<file path="config.mk">
export PLATFORM = sky130hd
export DESIGN_NAME = tttv_channel
export DESIGN_NICKNAME = d
export VERILOG_FILES = /design/src/tttv_pkg.sv /design/src/tttv_second_max.sv /design/src/tttv_channel.sv
export SDC_FILE = /design/constraint.sdc
export NUM_CORES = 1
export LEC_CHECK = 0
export BUFFER_PORTS_ARGS = -buffer_cell sky130_fd_sc_hd__buf_2
export CORE_MARGIN = 2
export CORE_UTILIZATION = 33
export DETAILED_ROUTE_END_ITERATION = 6
export GPL_TIMING_DRIVEN = 0
export MAX_ROUTING_LAYER = met4
export SYNTH_ARGS = -nofsm -noshare
export SYNTH_HDL_FRONTEND = slang
export SYNTH_SLANG_ARGS = --single-unit
</file>
<file path="constraint.sdc">
create_clock -name core_clk -period 2.8 [get_ports core_clk]
set_input_delay 0.14 -clock core_clk [delete_from_list [all_inputs] [get_ports core_clk]]
set_output_delay 0.14 -clock core_clk [all_outputs]
set_load 0.01 [all_outputs]
</file>
<file path="src/tttv_pkg.sv">
// Purpose: shared constants and carriers for the turbine trip channel vote
// Assumes: power is unsigned fixed point in hundredths of percent rated power
// Notes: one channel of four; peers and contacts arrive as plain levels
package tttv_pkg;
    // power scale: 1 lsb = 0.01 percent rated thermal power
    localparam int PWR_W = 14;
    localparam logic [PWR_W-1:0] PWR_MAX = 14'h30d4; // 125.00 percent
    localparam logic [PWR_W-1:0] ENABLE_SP_RST = 14'h0b9f; // 29.75 percent
    localparam logic [PWR_W-1:0] RESET_SP_RST = 14'h0ad7; // 27.75 percent
    localparam int CHAN_N = 4;
    localparam logic [2:0] VOTE_MIN = 3'h2; // two of four
    // maintenance parameter selectors
    localparam logic [1:0] PSEL_ENABLE = 2'h0;
    localparam logic [1:0] PSEL_RESET = 2'h1;
    // processing response bound
    localparam int RESP_TIME_MS = 500;
    localparam int CLK_HZ = 10000000;
    localparam int RESP_CYCLES = RESP_TIME_MS * (CLK_HZ / 1000);
    // latency of this logic from power input to channel trip, in cycles
    localparam int PWR_LAT = 3;

    // power values of the four channels, index 0 is this channel
    typedef struct packed {
        logic [PWR_W-1:0] p3;
        logic [PWR_W-1:0] p2;
        logic [PWR_W-1:0] p1;
        logic [PWR_W-1:0] p0;
    } tttv_power_type;

    // maintenance write request
    typedef struct packed {
        logic wrEn;
        logic [1:0] sel;
        logic [PWR_W-1:0] data;
    } tttv_param_wr_type;

    // count of set bits in a group of four
    function automatic logic [2:0] tttvCount4(input logic [3:0] v);
        tttvCount4 = {2'h0, v[0]} + {2'h0, v[1]} + {2'h0, v[2]} +
            {2'h0, v[3]};
    endfunction
endpackage

</file>
<file path="src/tttv_second_max.sv">
// Purpose: registered second-highest of four power values
// Assumes: inputs already clamped to range
// Notes: ties count separately, so two equal maxima give that value
`timescale 1ns/1ps
`default_nettype none
module tttv_second_max
    import tttv_pkg::*;
(
    input wire logic core_clk,
    input wire logic rst_b,
    input wire tttv_power_type powerIn,
    output var logic [PWR_W-1:0] secondMax_q
);
    wire logic [PWR_W-1:0] hiA, loA, hiB, loB, topLo, restHi, secondMax_d;

    // pairwise sort then pick the larger of the losers' best and top loser
    assign hiA = (powerIn.p0 >= powerIn.p1) ? powerIn.p0 : powerIn.p1;
    assign loA = (powerIn.p0 >= powerIn.p1) ? powerIn.p1 : powerIn.p0;
    assign hiB = (powerIn.p2 >= powerIn.p3) ? powerIn.p2 : powerIn.p3;
    assign loB = (powerIn.p2 >= powerIn.p3) ? powerIn.p3 : powerIn.p2;
    assign topLo = (hiA >= hiB) ? hiB : hiA;
    assign restHi = (hiA >= hiB) ? loA : loB;
    assign secondMax_d = (topLo >= restHi) ? topLo : restHi;

    // register cuts the comparator path from the sort tree
    always_ff @(posedge core_clk or negedge rst_b) begin
        if (!rst_b) begin
            secondMax_q <= '0;
        end else begin
            secondMax_q <= secondMax_d;
        end
    end
endmodule
`default_nettype wire

</file>
<file path="src/tttv_channel.sv">
// Purpose: one channel of the anticipatory trip on main turbine trip
// Assumes: all inputs synchronous to core_clk; own contact high means closed, peer contact high means open
// Notes: annunciator and reactor trip outputs are all registered
`timescale 1ns/1ps
`default_nettype none
// What this block does
// - select the second-highest of the four channel power values.
// - set trip enable when that value reaches the enable setpoint.
// - clear trip enable when that value is at or below the reset value.
// - trip the channel while enabled and two or more contacts are open.
// - read one contact here and share its state with the three peers.
// - reactor trip when two or more channel trips are present.
// - reactor trip stays latched until the operator resets it.
// - alert annunciator whenever any contact is open, bypass or not.
// - bypass annunciator whenever trip enable is clear.
// - a manually bypassed channel drops out of the channel trip vote.
// - shutdown bypass has no path into this function.
// - enable and reset setpoints live in maintenance-writable storage.
// - power values are held in the range 0 to 125 percent.
// - input change to trip output well within 500 ms.
// - an open contact means turbine tripped.
module tttv_channel
    import tttv_pkg::*;
#(
    parameter int RESP_LIMIT = RESP_CYCLES
)
(
    input wire logic core_clk,
    input wire logic rst_b,
    input wire tttv_power_type powerIn,
    input wire logic ownContactClosed,
    input wire logic [2:0] peerContactOpen,
    input wire logic [2:0] peerChanTrip,
    input wire logic [3:0] chanManualBypass,
    input wire logic operatorReset,
    input wire tttv_param_wr_type paramWr,
    output var logic ownContactOpen_q,
    output var logic chanTrip_q,
    output var logic reactorTrip_q,
    output var logic alertAnn_q,
    output var logic bypassAnn_q,
    output var logic tripEnable_q,
    output var logic [PWR_W-1:0] enableSp_q,
    output var logic [PWR_W-1:0] resetSp_q
);
    // refuse a response bound that this pipeline could never meet
    if (RESP_LIMIT < PWR_LAT + 1) begin : gBadLimit
        $error("RESP_LIMIT too small for the processing latency");
    end

    wire tttv_power_type powerClamp;
    wire logic [PWR_W-1:0] secondMax;
    wire logic [3:0] contactOpen;
    wire logic [2:0] openCount;
    wire logic [3:0] votingTrips;
    wire logic [2:0] tripCount;
    wire logic enableSet, enableClr, tripEnable_d, chanTrip_d;
    wire logic voteTrip, reactorTrip_d, paramOk;

    // clamp each power value to the top of the range
    function automatic logic [PWR_W-1:0] clampPwr(input logic [PWR_W-1:0] v);
        clampPwr = (v > PWR_MAX) ? PWR_MAX : v;
    endfunction

    // which of the four values stand at or above a level
    function automatic logic [3:0] geMask(input tttv_power_type p,
        input logic [PWR_W-1:0] v);
        geMask = {p.p3 >= v, p.p2 >= v, p.p1 >= v, p.p0 >= v};
    endfunction

    // which of the four values stand at or below a level
    function automatic logic [3:0] leMask(input tttv_power_type p,
        input logic [PWR_W-1:0] v);
        leMask = {p.p3 <= v, p.p2 <= v, p.p1 <= v, p.p0 <= v};
    endfunction

    // out-of-range inputs pinned to 125 percent so a bad value still trips
    assign powerClamp.p0 = clampPwr(powerIn.p0);
    assign powerClamp.p1 = clampPwr(powerIn.p1);
    assign powerClamp.p2 = clampPwr(powerIn.p2);
    assign powerClamp.p3 = clampPwr(powerIn.p3);

    tttv_second_max uSecondMax (
        .core_clk(core_clk),
        .rst_b(rst_b),
        .powerIn(powerClamp),
        .secondMax_q(secondMax)
    );

    // comparator with hysteresis; reset threshold wins if they overlap
    assign enableSet = secondMax >= enableSp_q;
    assign enableClr = secondMax <= resetSp_q;
    // shutdown bypass is deliberately not an input here
    assign tripEnable_d = enableClr ? 1'b0 :
        (enableSet ? 1'b1 : tripEnable_q);

    // contacts open on loss of pressure, so open counts as tripped
    assign contactOpen = {peerContactOpen, ~ownContactClosed};
    assign openCount = tttvCount4(contactOpen);
    assign chanTrip_d = tripEnable_q && (openCount >= VOTE_MIN);

    // bypassed channels removed, leaving two of the remaining three
    assign votingTrips = {peerChanTrip, chanTrip_q} & ~chanManualBypass;
    assign tripCount = tttvCount4(votingTrips);
    assign voteTrip = tripCount >= VOTE_MIN;
    // a new vote beats a reset in the same cycle
    assign reactorTrip_d = voteTrip ||
        (reactorTrip_q && !operatorReset);

    // screen already checks range; this guards a stray write as well
    assign paramOk = paramWr.data <= PWR_MAX;

    // maintenance-writable thresholds
    always_ff @(posedge core_clk or negedge rst_b) begin
        if (!rst_b) begin
            enableSp_q <= ENABLE_SP_RST;
            resetSp_q <= RESET_SP_RST;
        end else if (paramWr.wrEn && paramOk) begin
            if (paramWr.sel == PSEL_ENABLE) begin
                enableSp_q <= paramWr.data;
            end
            if (paramWr.sel == PSEL_RESET) begin
                resetSp_q <= paramWr.data;
            end
        end
    end

    // trip enable and channel trip
    always_ff @(posedge core_clk or negedge rst_b) begin
        if (!rst_b) begin
            tripEnable_q <= 1'b0;
            chanTrip_q <= 1'b0;
        end else begin
            tripEnable_q <= tripEnable_d;
            chanTrip_q <= chanTrip_d;
        end
    end

    // cycles a trip demand has waited for the channel trip; a stuck
    // demand would show here long before the response bound
    localparam int RESP_W = $clog2(RESP_LIMIT + 1);
    logic [RESP_W-1:0] respWait_q;
    wire logic [RESP_W-1:0] respWait_d;
    assign respWait_d = (chanTrip_d && !chanTrip_q) ?
        respWait_q + 1'b1 : '0;

    // response watch counter
    always_ff @(posedge core_clk or negedge rst_b) begin
        if (!rst_b) begin
            respWait_q <= '0;
        end else begin
            respWait_q <= respWait_d;
        end
    end

    // shared contact state, annunciators and reactor trip latch
    always_ff @(posedge core_clk or negedge rst_b) begin
        if (!rst_b) begin
            ownContactOpen_q <= 1'b0;
            alertAnn_q <= 1'b0;
            bypassAnn_q <= 1'b1;
            reactorTrip_q <= 1'b0;
        end else begin
            ownContactOpen_q <= ~ownContactClosed;
            alertAnn_q <= |contactOpen;
            bypassAnn_q <= ~tripEnable_d;
            reactorTrip_q <= reactorTrip_d;
        end
    end

    // checks: each watches design state against the rule it names
    chk_second_max_pick: assert property (@(posedge core_clk)
        disable iff (!rst_b)
        tttvCount4(geMask($past(powerClamp), secondMax)) >= 3'h2 &&
            tttvCount4(leMask($past(powerClamp), secondMax)) >= 3'h3)
        else $error("second max is not the second-highest power");

    chk_second_max_range: assert property (@(posedge core_clk)
        disable iff (!rst_b)
        secondMax <= PWR_MAX)
        else $error("selected power above range");

    chk_enable_rise: assert property (@(posedge core_clk)
        disable iff (!rst_b)
        (enableSet && !enableClr) |=> tripEnable_q)
        else $error("enable not set at setpoint");

    chk_enable_fall: assert property (@(posedge core_clk)
        disable iff (!rst_b)
        enableClr |=> !tripEnable_q)
        else $error("enable not cleared at reset value");

    chk_enable_hold: assert property (@(posedge core_clk)
        disable iff (!rst_b)
        (!enableSet && !enableClr) |=> $stable(tripEnable_q))
        else $error("enable moved between thresholds");

    chk_chan_trip_vote: assert property (@(posedge core_clk)
        disable iff (!rst_b)
        chanTrip_q == $past(tripEnable_q &&
            $countones({peerContactOpen, !ownContactClosed}) >= 2))
        else $error("channel trip disagrees with enable and vote");

    chk_disabled_no_trip: assert property (@(posedge core_clk)
        disable iff (!rst_b)
        !tripEnable_q |=> !chanTrip_q)
        else $error("channel trip while disabled");

    chk_contact_share: assert property (@(posedge core_clk)
        disable iff (!rst_b)
        ownContactOpen_q == !$past(ownContactClosed))
        else $error("shared contact state wrong");

    chk_trip_latch: assert property (@(posedge core_clk)
        disable iff (!rst_b)
        (reactorTrip_q && !operatorReset) |=> reactorTrip_q)
        else $error("reactor trip dropped without reset");

    chk_trip_release: assert property (@(posedge core_clk)
        disable iff (!rst_b)
        $fell(reactorTrip_q) |-> $past(operatorReset))
        else $error("reactor trip cleared with no operator reset");

    chk_vote_trip: assert property (@(posedge core_clk)
        disable iff (!rst_b)
        (tripCount >= VOTE_MIN) |=> reactorTrip_q)
        else $error("reactor trip missed on two channel trips");

    chk_trip_cause: assert property (@(posedge core_clk)
        disable iff (!rst_b)
        $rose(reactorTrip_q) |-> $past($countones({peerChanTrip,
            chanTrip_q} & ~chanManualBypass) >= 2))
        else $error("reactor trip without two voting channels");

    chk_bypass_mask: assert property (@(posedge core_clk)
        disable iff (!rst_b)
        (chanManualBypass[0] && !reactorTrip_q &&
            $countones(peerChanTrip & ~chanManualBypass[3:1]) < 2)
        |=> !reactorTrip_q)
        else $error("bypassed channel still counted in the vote");

    chk_alert_any: assert property (@(posedge core_clk)
        disable iff (!rst_b)
        (|contactOpen) |=> alertAnn_q)
        else $error("alert missing with an open contact");

    chk_alert_clear: assert property (@(posedge core_clk)
        disable iff (!rst_b)
        !(|contactOpen) |=> !alertAnn_q)
        else $error("alert raised with all contacts closed");

    chk_bypass_ann: assert property (@(posedge core_clk)
        disable iff (!rst_b)
        ##1 (bypassAnn_q == !tripEnable_q))
        else $error("bypass annunciator disagrees with enable");

    chk_bypass_low: assert property (@(posedge core_clk)
        disable iff (!rst_b)
        (secondMax <= resetSp_q) |=> bypassAnn_q)
        else $error("bypass annunciator missing at low power");

    chk_bypass_high: assert property (@(posedge core_clk)
        disable iff (!rst_b)
        (secondMax >= enableSp_q && secondMax > resetSp_q) |=>
            !bypassAnn_q)
        else $error("bypass annunciator on above the setpoint");

    chk_response_time: assert property (@(posedge core_clk)
        disable iff (!rst_b)
        (tripEnable_q && openCount >= VOTE_MIN) ##1
            (peerChanTrip[0] && !chanManualBypass[0] &&
            !chanManualBypass[1]) |=> reactorTrip_q)
        else $error("trip response too slow");

    chk_response_bound: assert property (@(posedge core_clk)
        disable iff (!rst_b)
        respWait_q < RESP_LIMIT)
        else $error("channel trip demand waited past the bound");

    chk_param_range: assert property (@(posedge core_clk)
        disable iff (!rst_b)
        enableSp_q <= PWR_MAX && resetSp_q <= PWR_MAX)
        else $error("setpoint out of range");

    chk_param_write_en: assert property (@(posedge core_clk)
        disable iff (!rst_b)
        (paramWr.wrEn && paramWr.sel == PSEL_ENABLE && paramOk) |=>
            enableSp_q == $past(paramWr.data))
        else $error("enable setpoint write lost");

    chk_param_write_rst: assert property (@(posedge core_clk)
        disable iff (!rst_b)
        (paramWr.wrEn && paramWr.sel == PSEL_RESET && paramOk) |=>
            resetSp_q == $past(paramWr.data))
        else $error("reset value write lost");

    chk_param_refuse: assert property (@(posedge core_clk)
        disable iff (!rst_b)
        (paramWr.wrEn && paramWr.data > PWR_MAX) |=>
            ($stable(enableSp_q) && $stable(resetSp_q)))
        else $error("out-of-range setpoint accepted");

    chk_param_hold: assert property (@(posedge core_clk)
        disable iff (!rst_b)
        !paramWr.wrEn |=>
            ($stable(enableSp_q) && $stable(resetSp_q)))
        else $error("setpoint moved without a write");
endmodule
`default_nettype wire

</file>
-- Yosys cells after proc, flatten, opt, wreduce, memory -nomap -nowiden
Index checks and enable logic that the tools add are counted.
- bitwise operators: 4
- $lt $le $gt $ge: 13
- reductions and logical operators: 9
- shifts and indexed selects: 0
- multipliers: 0
- eq/ne operators: 1
- divide/modulo/power cells: 0
- add/sub/neg operators: 6
- multiplexer cells: 13
- operators by type and width (cell ; number):
    2-to-1 mux 14 bit ; 11
    >= comparator 14 bit ; 5
    greater-than comparator 14 bit, second input constant ; 4
    less-or-equal comparator 14 bit ; 1
    less-or-equal comparator 14 bit, second input constant ; 1
    adder 2 x 1 -> 3 bit ; 2
    adder 3 x 1 -> 3 bit ; 2
    >= comparator 3 x 2 -> 1 bit, second input constant ; 2
    adder 1 x 1 -> 2 bit ; 2
    AND 4 bit ; 1
    inverter 4 bit ; 1
    AND reduction 2 bit ; 2
    OR reduction 4 bit ; 1
    logical AND 1 bit ; 3
    equality test 2 x 1 -> 1 bit, second input constant ; 1
    zero test 2 bit ; 1
    2-to-1 mux 1 bit ; 2
    inverter 1 bit ; 2
    zero test 1 bit ; 1
    logical OR 1 bit ; 1
- logic and storage cells: 55
- flip-flop bits (word level): 48
- memory bits (read-only): 0
- output and inout bits: 34
- input port bits: 87
- memories: 0
- memory bits (writable): 0
- latch bits: 0

-- Logic depth before layout (Yosys ltp)
Gate-level depths: netlist of the first run.
- depth in word-level cells: 8
- gate-level depth with buffers: 37
- mapped depth without buffers: 32

-- Cells and area by module
Synthesis of the first run repeated with hierarchy kept, for this count alone.
- cells, all modules: 638
- area total of the unflattened synthesis: 5789.3 um^2
- modules (own cells, without submodules) (module ; sequential area each (um^2) ; area each (um^2) ; cells an instance ; times used):
    tttv_second_max ; 350.3 ; 3206.8 ; 363 ; 1
    tttv_channel ; 873.3 ; 2582.5 ; 275 ; 1

-- Worst setup path before layout of the first run
No wires, ideal clock.
- path type: input-to-reg
- start: input port powerIn[39] in the netlist's numbering
- end: register uSecondMax.secondMax_q[11]
- arrival: 7.020 ns
- setup time: 0.125 ns
- setup slack: -4.345 ns
- path buffers: 5
- cell stages on the path: 36
- required time: 2.675 ns
- cell sequence: or4_4 -> and2_4 -> nor2_1 -> and2_1 -> ha_1 -> a41o_1 -> a221oi_1 -> o21ai_1 -> or2_2 -> clkbuf_1 -> inv_1 -> clkbuf_1 -> nor3_1 -> a21oi_1 -> inv_1 -> ha_1 -> a21o_1 -> a21o_1 -> a21oi_1 -> o211ai_1 -> a21oi_1 -> nand2_2 -> buf_4 -> mux2i_1 -> ha_1 -> nand2b_1 -> a21o_1 -> a21o_1 -> a21o_1 -> a21oi_1 -> o21ai_0 -> a221oi_1 -> buf_2 -> buf_2 -> mux2i_1 -> mux2_4
- word-level cells in the longest chain between the ends: 8
- elaborated cells between the ends (all ways): 10
- classes of those cells: 4 x order compare; 6 x mux
- ends and longest elaborated chain (what ; line ; text):
    start, declared ; tttv_channel.sv:30 ; input wire tttv_power_type powerIn,
    greater-than comparator 14 bit ; tttv_channel.sv:62 ; clampPwr = (v > PWR_MAX) ? PWR_MAX : v;
    2-to-1 mux 14 bit * ; tttv_channel.sv:62 ;
    >= comparator 14 bit ; tttv_second_max.sv:19, tttv_second_max.sv:20 ;
    2-to-1 mux 14 bit ; tttv_second_max.sv:19 ; assign hiB = (powerIn.p2 >= powerIn.p3) ? powerIn.p2 : powerIn.p3;
    >= comparator 14 bit ; tttv_second_max.sv:21, tttv_second_max.sv:22 ;
    2-to-1 mux 14 bit, on equally long branches ; tttv_second_max.sv:21, tttv_second_max.sv:22 ;
    >= comparator 14 bit ; tttv_second_max.sv:23 ; assign secondMax_d = (topLo >= restHi) ? topLo : restHi;
    2-to-1 mux 14 bit * ; tttv_second_max.sv:23 ;
    net uSecondMax.secondMax_d[11] ; tttv_second_max.sv:14 ; wire logic [PWR_W-1:0] hiA, loA, hiB, loB, topLo, restHi, secondMax_d;
    end signal, assigned ; tttv_second_max.sv:30 ; secondMax_q <= secondMax_d;
    end, declared ; tttv_second_max.sv:12 ; output var logic [PWR_W-1:0] secondMax_q
The timed path passes the listed nets; every way through them passes the cells marked *.
A chain may end at the register's enable or synchronous reset.

-- Final worst setup path of the first run
- start: input port powerIn[0] in the netlist's numbering
- end: register uSecondMax.secondMax_q[1]
- word-level cells in the longest chain between the ends: 8
- elaborated cells between the ends (all ways): 10
- classes of those cells: 4 x order compare; 6 x mux
- ends and longest elaborated chain (what ; line ; text):
    greater-than comparator 14 bit ; tttv_channel.sv:62 ;
    2-to-1 mux 14 bit * ; tttv_channel.sv:62 ;
    >= comparator 14 bit ; tttv_second_max.sv:17, tttv_second_max.sv:18 ;
    2-to-1 mux 14 bit ; tttv_second_max.sv:17 ; assign hiA = (powerIn.p0 >= powerIn.p1) ? powerIn.p0 : powerIn.p1;
    >= comparator 14 bit ; tttv_second_max.sv:21, tttv_second_max.sv:22 ;
    2-to-1 mux 14 bit, on equally long branches ; tttv_second_max.sv:21, tttv_second_max.sv:22 ;
    >= comparator 14 bit ; tttv_second_max.sv:23 ;
    2-to-1 mux 14 bit * ; tttv_second_max.sv:23 ;
    net uSecondMax.secondMax_d[1] ; tttv_second_max.sv:14 ;
Marks and branches as above.

==> impl_metrics.ini, run 1 <==
[floorplanning]
placement_rows = 47
floorplan_die_width_um = 135
initial_core_util = 0.339
die_area_um2 = 18100
chipHeight_um = 135
boundary_pins = 121
coreArea_um2 = 16600

[cts]
cts_max_path_bufs = 2
tritoncts_buffer_count = 5
clk_transition_reported_paths_ps = 70
htreeDepth = 2
clock_tree_from_tritoncts = done
clock-root-buffer = sky130_fd_sc_hd__clkbuf_16
clock_insertion_delay_worst_skew_ps = 290
cts_sinks = 48

[timing]
timing.hold.ws_ps = 30.8
postLayoutSetupSlackWorst_ps = -3720
rsz_0062_raised_after_global_routing = yes
timing_worst_slew_pin_value_ps = 1040
period_needed_ps = 6520
maxClockFrequency_ghz = 0.153
setup_violations = 14
slew_headroom = 0.305
hold_viol = 0
final_worst_clock_skew_ps = 6.30
setup_total_negative_slack_ps = -51710
timing.final.max_slew_violations = 0
finalCritPeriodShare = 2.33

[placement]
dpl-instance-area_um2 = 6710
dp.cells = 992
dp_hpwl_um = 13500
place.port_buffers = 120
routability_cong = 0.878

[synth]
synth-warning-count = 0
synth_seq_cells = 48
ys.flop_type = sky130_fd_sc_hd__dfrtp_1
synth_cells = 652
ys_seq_area_frac = 0.217
asyncSetResetFlopFracSynth = 1.00
mappedNetlistNets = 822
netlist-cell-type-count = 55
synth.top_cells.by_area = sky130_fd_sc_hd__ha_1, sky130_fd_sc_hd__dfrtp_1, sky130_fd_sc_hd__mux2i_1
syn_area_um2 = 5630
synth_enable_flop_cells = 0
netlist.top_cell.by_area = sky130_fd_sc_hd__ha_1
syn-mean-instance-area_um2 = 8.64
yosysTopAreaCellShare = 0.180

[global_route]
globalRoute.totalOverflow = 0
grt_antenna_before_repair = 0
number_of_global_route_vias_before_repair = 5706
grt_util_all_layers = 0.201
grt_first_pass_wirelength_um = 28600
pin_count_of_the_biggest_net_entering_global_routing = 49

[finish]
mostFrequentLayoutCell = sky130_fd_sc_hd__buf_2
layout.cells.most_common_list = sky130_fd_sc_hd__buf_2, sky130_fd_sc_hd__ha_1, sky130_fd_sc_hd__inv_1, sky130_fd_sc_hd__mux2i_1, sky130_fd_sc_hd__nand2_1
layout.filler_cells = 1594
area_delta_synth_final_pct = 41.0
drive_above_1_share = 0.425
layout.core_utilization = 0.477
finalInstanceArea_um2 = 7940
insertedDiodeCount = 0
layout.cells.non_filler = 1046
numnets_final = 995

[routing]
postRouteWirelength_um = 17300
route.detailed.drc = 0
detail-route-antenna-nets = 0
routed-via-count = 5474
detailedRoute.firstIterationViolations = 265
via_count_normalized_by_instance_count = 5.23
routedWlPerCell_um = 16.6
dr.pass1.iters = 5

[power_and_ir_drop]
power.switching_fraction = 0.405
internal-power_mw = 3.14
leakage_power_nw = 3.87
power.share.sequential = 0.206
power.clock.fraction = 0.120
worst_ir_drop_vdd_mv = 0.345
p_sw_mw = 2.14
p_comb_frac = 0.675
power.density_nw_per_um2 = 666

[critical_path]
timing.setup.critical_path_class = in2reg
crit_path_max_fanout = 6
setup.worst_path.end = uSecondMax.secondMax_q[1]
crit_path_frequent_cell = sky130_fd_sc_hd__a21o_1
cpMaxStageDelayCell = sky130_fd_sc_hd__a311o_1
crit-reg2reg-capture = tripEnable_q
endpoint_required_time_on_the_critical_path_ps = 2940
timing.reg2reg.worst_path_depth = 11
kind_of_start_point_of_the_critical_path = input port
worst_setup_path_end_kind = flop
rr_startpoint = enableSp_q[1]
timing.critical_path.slowest_cell_delay_ps = 420
worst_ep_arrival_time_ps = 6660
ff2ff_setup_slack_ps = 400
cp-startpoint = powerIn[0]

[min_path]
hold_path_class = in2reg

[flow_run]
maxCapViolations = 0

[status]
violations = setup timing
result_of_the_run = finished with violations
-- metrics by stage --
step	power, mW	setup WS, ps
after floorplan	3.20	-3490
after global placement	3.94	-4860
after detailed placement	3.99	-4840
after CTS	5.31	-3570
after global routing	5.71	-4040
final	5.29	-3720
-- synthesized netlist by cell type (16+ instances only) --
master	n
sky130_fd_sc_hd__a21o_1	19
sky130_fd_sc_hd__a21oi_1	40
sky130_fd_sc_hd__dfrtp_1	30
sky130_fd_sc_hd__dfstp_2	18
sky130_fd_sc_hd__ha_1	81
sky130_fd_sc_hd__inv_1	70
sky130_fd_sc_hd__mux2_2	18
sky130_fd_sc_hd__mux2_4	16
sky130_fd_sc_hd__mux2i_1	70
sky130_fd_sc_hd__nand2_1	54
sky130_fd_sc_hd__nor2_1	25
sky130_fd_sc_hd__o21ai_0	46
-- layout make-up --
type / instances / area [um2] / share of cell area
well taps: 220 / 275 / 0.0347
plain buffers: 25 / 287 / 0.0361
clock inverters: 1 / 5.00 / 0.000630
inverters: 70 / 265 / 0.0334
clock buffers: 7 / 154 / 0.0194
multi-input cells: 508 / 4710 / 0.593
flip-flops and latches: 48 / 1220 / 0.154
repair buffers: 167 / 1020 / 0.129
-- routing by layer --
layer	part of all wire	global-route usage
met3	0.045	0.0191
met5	0	-
met1	0.43	0.245
met2	0.51	0.363
met4	0.016	0.0398
-- critical path, delay by kind of cell --
family / cells / cell delay, ps
adder cells (fa/ha/maj): 3 / 650
AND/OR/NAND/NOR: 2 / 330
AO/OA/AOI/OAI: 19 / 3640
multiplexers: 4 / 910
buffers and inverters: 7 / 990
-- power groups by stage --
stage | clock, mW | combinational (mW) | sequential [mW]
floorplan | 0 | 2.09 | 1.11
detailed placement | 0 | 2.89 | 1.10
global placement | 0 | 2.85 | 1.09
finish | 0.634 | 3.57 | 1.09
CTS | 0.642 | 3.58 | 1.09
global route | 0.678 | 3.92 | 1.11
-- cell families after synthesis --
kind of cell / Yosys count / share of synthesized area
compound gates: 154 / 0.173
xor+xnor: 1 / 0.00155
fa+ha+maj: 84 / 0.189
buf+inv: 96 / 0.0706
flops: 48 / 0.217
mux: 104 / 0.203
simple gates: 165 / 0.146
-- worst min path at each step --
stage,from,endpoint,slack [ps],depth (start not counted)
detailed placement,ownContactClosed,ownContactOpen_q,340,2
finish,ownContactClosed,ownContactOpen_q,30,2
global placement,ownContactClosed,ownContactOpen_q,330,2
global route,ownContactClosed,ownContactOpen_q,30,2
CTS,ownContactClosed,ownContactOpen_q,30,2
floorplan,rst_b,alertAnn_q,-160,0
-- state kept, by name, indices dropped and copies added (netlist names) --
register                count
tripEnable_q                1
uSecondMax.secondMax_q     14
reactorTrip_q               1
alertAnn_q                  1
enableSp_q                 14
ownContactOpen_q            1
bypassAnn_q                 1
chanTrip_q                  1
resetSp_q                  14
-- what timing repair did --
action                                  CTS  global route
resized for setup                       130            14
buffers inserted                         38             7
gates cloned                              4             0
pin swaps                                37             9
hold buffers                              0             0
endpoints found under the setup margin   14            14
Note: power is estimated with default switching activity, not from simulation.
==> inputs of run 2 (changes only) <==
GPL_TIMING_DRIVEN = unset   (was 0)
==> impl_metrics.ini, run 2 (synthesis gave the netlist of run 1 again) <==
[floorplanning]
placement_rows = 47
coreArea_um2 = 16600
floorplan_die_width_um = 135
chipHeight_um = 135
boundary_pins = 121
initial_core_util = 0.339
die_area_um2 = 18100

[finish]
layout.core_utilization = 0.538
layout.cells.most_common_list = sky130_fd_sc_hd__buf_4, sky130_fd_sc_hd__buf_2, sky130_fd_sc_hd__ha_1, sky130_fd_sc_hd__inv_1, sky130_fd_sc_hd__mux2i_1
layout_top_registers = enableSp_q x14, resetSp_q x14, uSecondMax.secondMax_q x14
mostFrequentLayoutCell = sky130_fd_sc_hd__buf_4
insertedDiodeCount = 0
finalInstanceArea_um2 = 8950
layout.cells.non_filler = 1204
numnets_final = 1153
area_delta_synth_final_pct = 58.9
final-seq-area_um2 = 1220
multi_input_comb_area_um2 = 4560
layout.filler_cells = 1564
drive_above_1_share = 0.498

[timing]
finalCritPeriodShare = 2.29
setup_violations = 14
period_needed_ps = 6400
timing.final.max_slew_violations = 0
timing_worst_slew_pin_value_ps = 1030
slew_headroom = 0.311
postLayoutSetupSlackWorst_ps = -3600
hold_viol = 0
maxClockFrequency_ghz = 0.156
final_worst_clock_skew_ps = 2.32
rsz_0062_raised_after_global_routing = yes

[routing]
met1Wirelength_um = 8080
detail-route-antenna-nets = 0
routed-via-count = 5911
met2_wire_len_um = 9000
postRouteWirelength_um = 18000
via_count_normalized_by_instance_count = 4.91
met3WireLength_um = 622
routedWlPerCell_um = 14.9
top_layer_used = met4
dr.pass1.iters = 4
detailedRoute.firstIterationViolations = 198
route.detailed.drc = 0

[placement]
dp.cells = 1172
routability_cong = 0.878
place.port_buffers = 120
pre_cts_slack_ps = -4070
dpl-instance-area_um2 = 8130
dp_hpwl_um = 14600

[critical_path]
rr_startpoint = enableSp_q[1]
crit_path_frequent_cell = sky130_fd_sc_hd__a21o_1
path_buf_inv = 6
kind_of_start_point_of_the_critical_path = input port
endpoint_required_time_on_the_critical_path_ps = 2940
ff2ff_setup_slack_ps = 390
timing.setup.critical_path_class = in2reg
worst_ep_arrival_time_ps = 6540
worst_setup_path_end_kind = flop
crit_path_max_fanout = 8
cp-startpoint = powerIn[39]
cp_top_delay_family = compound AO/OA/AOI/OAI gates
timing.critical_path.slowest_cell_delay_ps = 530
cpMaxStageDelayCell = sky130_fd_sc_hd__or4_4

[cts]
clock_tree_from_tritoncts = done
cts_sinks = 48
tritoncts_buffer_count = 5
clk_transition_reported_paths_ps = 60
htreeDepth = 2
cts_max_path_bufs = 2
clock_insertion_delay_worst_skew_ps = 280
clock-root-buffer = sky130_fd_sc_hd__clkbuf_16

[global_route]
grt_first_pass_wirelength_um = 28700
pin_count_of_the_biggest_net_entering_global_routing = 49
grt_util_all_layers = 0.198
grt_antenna_before_repair = 0
number_of_global_route_vias_before_repair = 5920
globalRoute.totalOverflow = 0

[power_and_ir_drop]
power.share.sequential = 0.195
p_comb_frac = 0.686
power.clock.fraction = 0.119
power.density_nw_per_um2 = 621
power.switching_fraction = 0.390
p_sw_mw = 2.17
worst_ir_drop_vdd_mv = 0.324
leakage_power_nw = 4.62
internal-power_mw = 3.39

[min_path]
hold_path_class = in2reg
hold_path.startpoint = ownContactClosed

[status]
result_of_the_run = finished with violations
violations = setup timing

[flow_run]
maxCapViolations = 0
-- run 2: cell count changes in the layout (fill, tap and decap cells not counted), sizes merged --
cell    change
a221oi      +1
clkbuf     -12
buf       +168
bufinv      +1
-- run 2: timing repair --
item                       in CTS  in global routing
setup buffers                  11                 11
pin swaps                      25                 31
hold endpoints to repair        0                  0
hold buffers                    0                  0
setup endpoints to repair      14                 14
gates cloned                    4                  0
gates resized for setup        34                 47
-- run 2: layer usage --
layer  GRT usage  up-vias
met2       0.355      122
met3      0.0150       19
met4      0.0357        0
met1       0.247     2756
met5           -        -
li1            -     3014
-- run 2: worst paths after layout --
kind	end	cells after the start
worst max-delay path	uSecondMax.secondMax_q[3]	35
worst min-delay path	ownContactOpen_q	2
worst max register to register	tripEnable_q	11
worst min register to register	reactorTrip_q	2
max in group asynchronous	resetSp_q[8]	1
min in group asynchronous	resetSp_q[3]	1
-- run 2: final cells by class --
cell class / count / area share
clock buffers: 6 / 0.0144
well taps: 220 / 0.0307
inverters: 70 / 0.0296
repair buffers: 349 / 0.275
clock inverters: 2 / 0.00391
multi-input cells: 509 / 0.510
flip-flops and latches: 48 / 0.137
-- run 2: worst register-to-register path: stages (launching register included) --
cell	delay (ps)
sky130_fd_sc_hd__dfstp_2	530
sky130_fd_sc_hd__inv_1	50
sky130_fd_sc_hd__ha_1	300
sky130_fd_sc_hd__nor2b_1	130
sky130_fd_sc_hd__o21a_1	170
sky130_fd_sc_hd__o21a_1	170
sky130_fd_sc_hd__o21a_1	170
sky130_fd_sc_hd__o21a_1	160
sky130_fd_sc_hd__o21a_1	160
sky130_fd_sc_hd__o21bai_1	160
sky130_fd_sc_hd__a21oi_1	110
sky130_fd_sc_hd__o21a_1	190
-- run 2: per-stage QoR --
stage | setup TNS [ps] | power, mW | hold slack (ps)
CTS | -50380 | 5.44 | 36.5
detailed placement | -56220 | 4.37 | 334
global placement | -56860 | 4.31 | 333
floorplan | -48200 | 3.20 | -156
finish | -49130 | 5.56 | 34.3
global route | -52970 | 5.97 | 35.5
-- run 2: power by group through the flow --
stage	sequential, mW	combinational (mW)	clock, mW
3_5_place_dp	1.10	3.28	0
2_1_floorplan	1.11	2.09	0
6_report	1.08	3.82	0.660
3_3_place_gp	1.09	3.22	0
5_1_grt	1.11	4.16	0.703
4_1_cts	1.09	3.68	0.674
